### config.mk
export PLATFORM = sky130hd
export DESIGN_NAME = hb8_mux_bus
export DESIGN_NICKNAME = d
export VERILOG_FILES = /design/src/hw/hb8_pkg.sv /design/src/hw/hb8_tmr_if.sv /design/src/hw/hb8_mux_bus.sv /design/src/hw/hb8_phase_timer.sv
export VERILOG_INCLUDE_DIRS = /design/src /design/src/hw
export SDC_FILE = /design/constraint.sdc
export NUM_CORES = 1
export LEC_CHECK = 0
export BUFFER_PORTS_ARGS = -buffer_cell sky130_fd_sc_hd__clkbuf_2
export CORE_ASPECT_RATIO = 0.5
export CORE_MARGIN = 1.5
export CORE_UTILIZATION = 48
export CTS_CLUSTER_DIAMETER = 120
export CTS_CLUSTER_SIZE = 8
export DETAILED_ROUTE_END_ITERATION = 8
export MAX_ROUTING_LAYER = met4
export PLACE_DENSITY = 0.73
export RECOVER_POWER = 50
export SETUP_SLACK_MARGIN = 0.02
export SYNTH_ARGS = -nofsm -noshare
export SYNTH_HDL_FRONTEND = slang
export SYNTH_SLANG_ARGS = --single-unit
### constraint.sdc
create_clock -name clk_sys -period 2.03 [get_ports clk_sys]
set_input_delay 0.203 -clock clk_sys [delete_from_list [all_inputs] [get_ports clk_sys]]
set_output_delay 0.203 -clock clk_sys [all_outputs]
set_load 0.02 [all_outputs]
### src/hw/hb8_consts.svh
/*
 * Constants for the eight_bit_host_bus master: mode codes, select options
 * and phase times. Assumes a 125 MHz clk_sys (8 ns period).
 */
`ifndef HB8_CONSTS_SVH
`define HB8_CONSTS_SVH

// Mode field codes
`define HB8_PORT_MODE_HB8   4'h2
`define HB8_HB_MODE_MUXED   2'h0
`define HB8_HB_MODE_NONMUX  2'h1

// select_latch_config codes
`define HB8_SEL_ALE_ONLY    2'h0
`define HB8_SEL_ONE_CS      2'h1
`define HB8_SEL_TWO_CS      2'h2
`define HB8_SEL_ALE_TWO_CS  2'h3

// Phase times in ns; slow on purpose so old logic keeps up
`define HB8_CLK_NS          8
`define HB8_T_ADDR_NS       24
`define HB8_T_STROBE_NS     48
`define HB8_T_RECOV_NS      16

// Least times round up to whole cycles
`define HB8_CYC(ns)         (((ns) + `HB8_CLK_NS - 1) / `HB8_CLK_NS)

// Field widths and positions
`define HB8_LO_W            8
`define HB8_HI_W            12
`define HB8_ADDR_W          20
`define HB8_HI_LSB          8
`define HB8_CNT_W           4

`endif

### src/hw/hb8_pkg.sv
/*
 * Types for the eight_bit_host_bus master.
 * Assumes hb8_consts.svh on the include path.
 */
`include "hb8_consts.svh"

package hb8_pkg;
    // Access sequencer states
    typedef enum logic [2:0] {
        HB8_IDLE,
        HB8_ADDR,
        HB8_LATCH,
        HB8_DATA,
        HB8_RECOV
    } hb8_state_t;

    // Phase counter value
    typedef logic [`HB8_CNT_W-1:0] hb8_cnt_t;
endpackage

### src/hw/hb8_tmr_if.sv
/*
 * Carrier between the access sequencer and its phase timer.
 * Assumes both sides share clk_sys.
 */
`timescale 1ns/100ps

interface hb8_tmr_if;
    import hb8_pkg::*;
    logic     load;   // Start a phase
    hb8_cnt_t len;    // Phase length minus one
    logic     done;   // Last cycle of the phase

    modport ctl (output load, output len, input done);
    modport tmr (input load, input len, output done);
endinterface

### src/hw/hb8_mux_bus.sv
/*
 * Master for the 8-bit host bus with shared address/data lines, plus the
 * dedicated-pin variant. Config fields arrive as plain inputs.
 * Assumes one access at a time from the user side; shared-line inputs
 * come from pins and are synchronised here.
 */
`timescale 1ns/100ps
`include "hb8_consts.svh"

// Summary of operation
// - Bus runs only when port mode is 0x2
// - Host mode 0x0 selects shared address/data
// - Lines 0-7 carry address, then data
// - Lines 8-19 carry address bits 8-19
// - Strobe latch; external latch holds address
// - Separate read and write data strobes
// - Up to two chip selects available
// - Select config picks latch and select pins
// - Slow phase timing for older logic
// - Host mode 0x1 uses dedicated address pins
module hb8_mux_bus #(
    parameter int ADDR_CYCLES   = `HB8_CYC(`HB8_T_ADDR_NS),
    parameter int STROBE_CYCLES = `HB8_CYC(`HB8_T_STROBE_NS),
    parameter int RECOV_CYCLES  = `HB8_CYC(`HB8_T_RECOV_NS)
) (
    // Clock and reset
    input  wire logic                   clk_sys,
    input  wire logic                   rst_n,
    // Configuration fields
    input  wire logic [3:0]             port_mode,
    input  wire logic [1:0]             host_bus_mode,
    input  wire logic [1:0]             select_latch_config,
    // Access request
    input  wire logic                   req_valid,
    output logic                        req_ready,
    input  wire logic                   req_write,
    input  wire logic                   req_sel,
    input  wire logic [`HB8_ADDR_W-1:0] req_addr,
    input  wire logic [`HB8_LO_W-1:0]   req_wdata,
    // Access answer
    output logic                        rsp_valid,
    output logic [`HB8_LO_W-1:0]        rsp_rdata,
    // Shared lines 0-7
    input  wire logic [`HB8_LO_W-1:0]   shared_line_in,
    output logic [`HB8_LO_W-1:0]        shared_line_out,
    output logic [`HB8_LO_W-1:0]        shared_line_oe,
    // Dedicated address lines 8-19
    output logic [`HB8_HI_W-1:0]        addr_line,
    // Strobes and selects
    output logic                        latch_or_sel0,
    output logic                        sel0_alt_n,
    output logic                        sel1_n,
    output logic                        rd_n,
    output logic                        wr_n
);
    import hb8_pkg::*;

    hb8_state_t                state;       // Sequencer state
    hb8_state_t                next_state;  // Next sequencer state
    logic [`HB8_ADDR_W-1:0]    addr_q;      // Held address
    logic [`HB8_LO_W-1:0]      wdata_q;     // Held write data
    logic                      write_q;     // Held direction
    logic                      sel_q;       // Held peripheral choice
    logic [`HB8_LO_W-1:0]      sync1;       // First sync stage
    logic [`HB8_LO_W-1:0]      sync2;       // Second sync stage
    logic [`HB8_LO_W-1:0]      sync3;       // Third sync stage
    logic [`HB8_LO_W-1:0]      stable_in;   // Last agreed input
    logic                      port_active; // Bus mode enabled
    logic                      muxed;       // Shared-line variant
    logic                      busy;        // Access in flight
    logic                      sel_now;     // Peripheral choice for this cycle

    hb8_tmr_if tmr_bus ();

    hb8_phase_timer u_timer (
        .clk_sys (clk_sys),
        .rst_n   (rst_n),
        .tmr     (tmr_bus.tmr)
    );

    ////////////////////////////////////////////////////////////////////////
    // Decode of select options, used by several pins
    function automatic logic sel_has_latch(input logic [1:0] cfg);
        return (cfg == `HB8_SEL_ALE_ONLY) || (cfg == `HB8_SEL_ALE_TWO_CS);
    endfunction

    function automatic logic sel_has_two(input logic [1:0] cfg);
        return (cfg == `HB8_SEL_TWO_CS) || (cfg == `HB8_SEL_ALE_TWO_CS);
    endfunction

    ////////////////////////////////////////////////////////////////////////
    // Mode qualification
    assign port_active = (port_mode == `HB8_PORT_MODE_HB8) &&
                         ((host_bus_mode == `HB8_HB_MODE_MUXED) ||
                          (host_bus_mode == `HB8_HB_MODE_NONMUX));
    assign muxed       = (host_bus_mode == `HB8_HB_MODE_MUXED);
    assign busy        = (state != HB8_IDLE);
    assign req_ready   = port_active && !busy;
    // Held choice lands one edge late, so the take cycle reads the request
    assign sel_now     = (state == HB8_IDLE) ? req_sel : sel_q;

    ////////////////////////////////////////////////////////////////////////
    // Sequencer: address, latch release, data strobe, recovery
    always_comb begin
        next_state   = state;
        tmr_bus.load = 1'b0;
        tmr_bus.len  = '0;
        unique case (state)
            HB8_IDLE: begin
                if (req_valid && req_ready) begin
                    next_state   = HB8_ADDR;
                    tmr_bus.load = 1'b1;
                    tmr_bus.len  = hb8_cnt_t'(ADDR_CYCLES - 1);
                end
            end
            HB8_ADDR: begin
                if (tmr_bus.done) begin
                    next_state = HB8_LATCH;
                end
            end
            HB8_LATCH: begin
                // One cycle of hold after the latch closes
                next_state   = HB8_DATA;
                tmr_bus.load = 1'b1;
                tmr_bus.len  = hb8_cnt_t'(STROBE_CYCLES - 1);
            end
            HB8_DATA: begin
                if (tmr_bus.done) begin
                    next_state   = HB8_RECOV;
                    tmr_bus.load = 1'b1;
                    tmr_bus.len  = hb8_cnt_t'(RECOV_CYCLES - 1);
                end
            end
            HB8_RECOV: begin
                if (tmr_bus.done) begin
                    next_state = HB8_IDLE;
                end
            end
        endcase
    end

    // State register
    always_ff @(posedge clk_sys) begin
        if (!rst_n) begin
            state <= HB8_IDLE;
        end else begin
            state <= next_state;
        end
    end

    ////////////////////////////////////////////////////////////////////////
    // Request capture; held for the whole access
    always_ff @(posedge clk_sys) begin
        if (!rst_n) begin
            addr_q  <= '0;
            wdata_q <= '0;
            write_q <= 1'b0;
            sel_q   <= 1'b0;
        end else if (req_valid && req_ready) begin
            addr_q  <= req_addr;
            wdata_q <= req_wdata;
            write_q <= req_write;
            sel_q   <= req_sel;
        end
    end

    ////////////////////////////////////////////////////////////////////////
    // Three-stage pin sync; accept a value once stages two and three agree
    always_ff @(posedge clk_sys) begin
        if (!rst_n) begin
            sync1     <= '0;
            sync2     <= '0;
            sync3     <= '0;
            stable_in <= '0;
        end else begin
            sync1 <= shared_line_in;
            sync2 <= sync1;
            sync3 <= sync2;
            if (sync2 == sync3) begin
                stable_in <= sync3;
            end
        end
    end

    ////////////////////////////////////////////////////////////////////////
    // Read answer; sampled on the last strobe cycle, pulse one cycle later
    always_ff @(posedge clk_sys) begin
        if (!rst_n) begin
            rsp_valid <= 1'b0;
            rsp_rdata <= '0;
        end else begin
            rsp_valid <= (state == HB8_DATA) && tmr_bus.done;
            if ((state == HB8_DATA) && tmr_bus.done && !write_q) begin
                rsp_rdata <= stable_in;
            end
        end
    end

    ////////////////////////////////////////////////////////////////////////
    // Shared lines: address first, then write data or released for read
    always_ff @(posedge clk_sys) begin
        if (!rst_n) begin
            shared_line_out <= '0;
            shared_line_oe  <= '0;
        end else if (muxed && (next_state == HB8_ADDR || next_state == HB8_LATCH)) begin
            shared_line_out <= addr_q[`HB8_LO_W-1:0];
            shared_line_oe  <= '1;
            if (state == HB8_IDLE) begin
                shared_line_out <= req_addr[`HB8_LO_W-1:0];
            end
        end else if (next_state != HB8_IDLE && port_active) begin
            // Data and recovery phases, and the whole access in the dedicated variant
            shared_line_out <= (state == HB8_IDLE) ? req_wdata : wdata_q;
            shared_line_oe  <= {`HB8_LO_W{(state == HB8_IDLE) ? req_write : write_q}};
        end else begin
            shared_line_out <= '0;
            shared_line_oe  <= '0;
        end
    end

    ////////////////////////////////////////////////////////////////////////
    // Dedicated address lines; wider reach when low bits share the lines
    always_ff @(posedge clk_sys) begin
        if (!rst_n) begin
            addr_line <= '0;
        end else if (req_valid && req_ready) begin
            addr_line <= muxed ? req_addr[`HB8_ADDR_W-1:`HB8_HI_LSB]
                               : req_addr[`HB8_HI_W-1:0];
        end
    end

    ////////////////////////////////////////////////////////////////////////
    // Strobes, latch and selects; read and write never overlap
    always_ff @(posedge clk_sys) begin
        if (!rst_n) begin
            rd_n          <= 1'b1;
            wr_n          <= 1'b1;
            latch_or_sel0 <= 1'b0;
            sel0_alt_n    <= 1'b0;
            sel1_n        <= 1'b0;
        end else begin
            rd_n <= !((next_state == HB8_DATA) && !write_q);
            wr_n <= !((next_state == HB8_DATA) && write_q);
            // Latch open only during the address phase
            if (sel_has_latch(select_latch_config)) begin
                latch_or_sel0 <= (next_state == HB8_ADDR);
            end else begin
                latch_or_sel0 <= !((next_state != HB8_IDLE) && !sel_now);
            end
            // Pin 26 is a select only with latch plus two selects
            sel0_alt_n <= (select_latch_config == `HB8_SEL_ALE_TWO_CS) ?
                          !((next_state != HB8_IDLE) && !sel_now) : 1'b0;
            sel1_n     <= sel_has_two(select_latch_config) ?
                          !((next_state != HB8_IDLE) && sel_now) : 1'b0;
        end
    end
endmodule

### src/hw/hb8_phase_timer.sv
/*
 * Phase timer: counts down the length of one bus phase.
 * Assumes load is a single-cycle pulse from the sequencer.
 */
`timescale 1ns/100ps

module hb8_phase_timer (
    // Clock and reset
    input wire logic clk_sys,
    input wire logic rst_n,
    // Sequencer side
    hb8_tmr_if.tmr   tmr
);
    import hb8_pkg::*;

    hb8_cnt_t cnt;  // Cycles left in phase

    ////////////////////////////////////////////////////////////////////////
    // Down counter; reload wins over counting
    always_ff @(posedge clk_sys) begin
        if (!rst_n) begin
            cnt <= '0;
        end else if (tmr.load) begin
            cnt <= tmr.len;
        end else if (cnt != '0) begin
            cnt <= cnt - hb8_cnt_t'(1);
        end
    end

    // Done while the final cycle of a phase runs
    assign tmr.done = (cnt == '0);
endmodule

==> metrics <==
status=finished clean; required time of the critical path=2.23 ns; Critical Path Start Type=register; total half-perimeter wirelength after legalization and detailed placement=5869 um; Die X-Extent=129.7 um; net switching component of the power=1.052 mW; GR Layer Usage met3=7.443%; Area after DPL=0.004354 mm^2; clk slew on worst S/H paths=0.07 ns; number of storage elements in the synthesis netlist=92; cells along the critical path=inv_1 -> ha_1 -> or3b_1 -> a21oi_1 -> a211o_1 -> a21oi_1; fraction of power spent switching nets=25.54%; GRT met1 Usage=24.73%; global-route wire length before repair=13360 um; Crit-path slowest cell=or3b_1; maximum VDD drop=0.6420 mV; Via Count=3158; antenna cell count=0; share of the cycle needed by the critical path after routing=88.60%; internal power contribution=3.068 mW; clock latency reported for the late side of the worst-skew pair=0.34 ns; max-slew violation count=0; storage element area=0.001842 mm^2; Sequential Power Share=46.5%; Total Routed Length=8398 um; TNS Setup=0 ns; global-route layer with the greatest usage=met2; average wire length per cell after detail routing=13.68 um; fin worst setup slack=0.2314 ns; final total power=4.120 mW; Detailed Route Iter0 Violations=157; most common cell in the netlist=dfxtp_1; clock power share=40.3%; DR pass1 iterations=4; delay of the slowest cell on the worst path=0.50 ns; highest clock frequency the design can meet=556.0 MHz; Final Critical Period=1.799 ns; clock tree root driver cell=clkbuf_16; Final setup violation count=0; starting utilization of the core area=51.08%; proportion of layout cells with a drive suffix above 1=22.13%; Area growth syn-to-layout=19.49%; setup repair after global routing missed its margin=no; site row count=22; routability-driven placement congestion ratio=0.8790; final non-filler cell total=614; maximum number of pins on one net before global-route repair=55; number of different library cells in the post-synthesis netlist=42; Port Buffer Count=91; area fraction of the dominant cell type after synthesis=47.81%; number of top-level pins=92; reported max-cap violation count=0; core region area=0.007542 mm^2; cells taking the most area after synthesis=dfxtp_1 48%, a21oi_1 6.0%, nand2_1 5.0%; post-layout instance area=0.004603 mm^2; type of the worst setup path=register to register; Mapped Nets=474; tightest hold margin=0.06509 ns; DRC violation count after routing=0; worst slack after detailed placement=0.1532 ns; number of instances in the synthesized netlist=422; hold violation count in the final report=0; post-synthesis sequential area ratio=47.81%; static leakage=1.742 nW; critical path arrival=2.00 ns; Fill cells=736; combinational power share=13.2%; post-cts hold buffer count=0; total clock sinks=92; Synth top cells by count=92 x dfxtp_1, 51 x nand2_1, 46 x a21oi_1; Synth warnings=0; slew of the pin with the lowest slew margin=1.232 ns; Via density=5.143; DP Cell Count=598; total number of nets in the final design=553; cell repeated most along the worst path=a21oi_1; TritonCTS Buffers=9; Power Density=895.0 mW/mm^2; largest area contributor in the netlist=dfxtp_1; critical path capture point type=register; Max transition margin=17.87%; largest clock skew in the final design=0.006069 ns; height of the die=66.35 um; via count of the first global-routing pass=2917; total global-route track usage=20.86%; initial antenna violation count=0; area used by multi-input combinational logic=0.001779 mm^2; met2 routing resource usage after global routing=33.66%; GR Overflow Total=0; Die Area=0.008605 mm^2; number of enable-type register cells in the synthesized netlist=0; CTS HTree Levels=3; maximum root-to-sink buffer count=2; combined area of all synthesized cells=0.003852 mm^2; Core Util, Final=61.03%; post-route ant nets=0; worst min path class=input port to register; TritonCTS clock tree=built; average footprint of a synthesized cell=9.129 um^2; Top FF cell, synth=dfxtp_1; maximum fanout encountered on the critical timing path=8; fraction of registers with async set/reset=0%
[flip-flops by register name (all words and copies together) (netlist names), 3 cells and up]
register and count:
sync2 8, sync1 8, wdata_q 8, addr_q 8
u_timer.cnt 4, shared_line_out 8, stable_in 8, sync3 8
state 3, addr_line 12, rsp_rdata 8
[logic make-up (layout without fill, tap and decap cells)]
logic type	after synthesis	in the layout	share of synthesized area, %
compound gates	97	97	16.40
xor+xnor	9	9	2.046
fa+ha+maj	3	3	0.9744
buf+inv	45	129	6.138
flops	92	92	47.81
mux	26	26	7.340
simple gates	150	150	19.29
[final timing paths]
kind | endpoint | slack, ns | startpoint | cells after the start
setup / recovery | u_timer.cnt[1] | 0.23 | u_timer.cnt[0] | 6
hold / removal | sync1[3] | 0.07 | shared_line_in[3] | 2
setup reg to reg | u_timer.cnt[1] | 0.23 | u_timer.cnt[0] | 6
hold reg to reg | sync2[1] | 0.43 | sync1[1] | 1
[power by group through the flow]
stage / sequential (mW) / combinational [mW] / clock, mW
2_1_floorplan: 1.96 / 0.399 / 0
3_3_place_gp: 1.95 / 0.531 / 0
3_5_place_dp: 1.96 / 0.543 / 0
4_1_cts: 1.92 / 0.550 / 1.71
5_1_grt: 1.92 / 0.612 / 1.80
6_report: 1.92 / 0.543 / 1.66
[timing repair]
| action | 4_1_cts | 5_1_grt |
|---|---|---|
| gates resized for setup | 0 | 1 |
| setup buffers | 0 | 0 |
| setup endpoints to repair | 0 | 3 |
[worst max-delay path: cells and delay by family (launching register included)]
kind / cells / cell delay, ns
DFF: 1 / 0.30
AOI/OAI and AO/OA: 3 / 0.51
adders and majority gates: 1 / 0.26
and+or+nand+nor: 1 / 0.50
buffers and inverters: 1 / 0.08
[layout by cell type, fill, tap and decap left out, types with 12 or more instances in the layout]
cell type,count
nand3_1,19
and2_1,20
mux2_2,17
nand2_1,51
clkbuf_2,48
dfxtp_1,92
buf_4,12
a21oi_1,46
nor2_1,32
o21ai_0,26
clkbuf_1,44
[final cells by class]
class                      count  area share, %
sequential                    92          40.01
multi-input combinational    285          38.65
timing repair buffer         105          11.20
clock buffer                   9          4.893
tap                          108          2.936
clock inverter                 7          1.658
inverter                       8         0.6524
[per-layer routing]
layer	share of wire (%)	vias up
met1	45	1445
met4	0.83	0
li1	-	1612
met5	0	-
met2	47	92
met3	6.7	9
No activity file was read; power rests on OpenSTA's default activity.
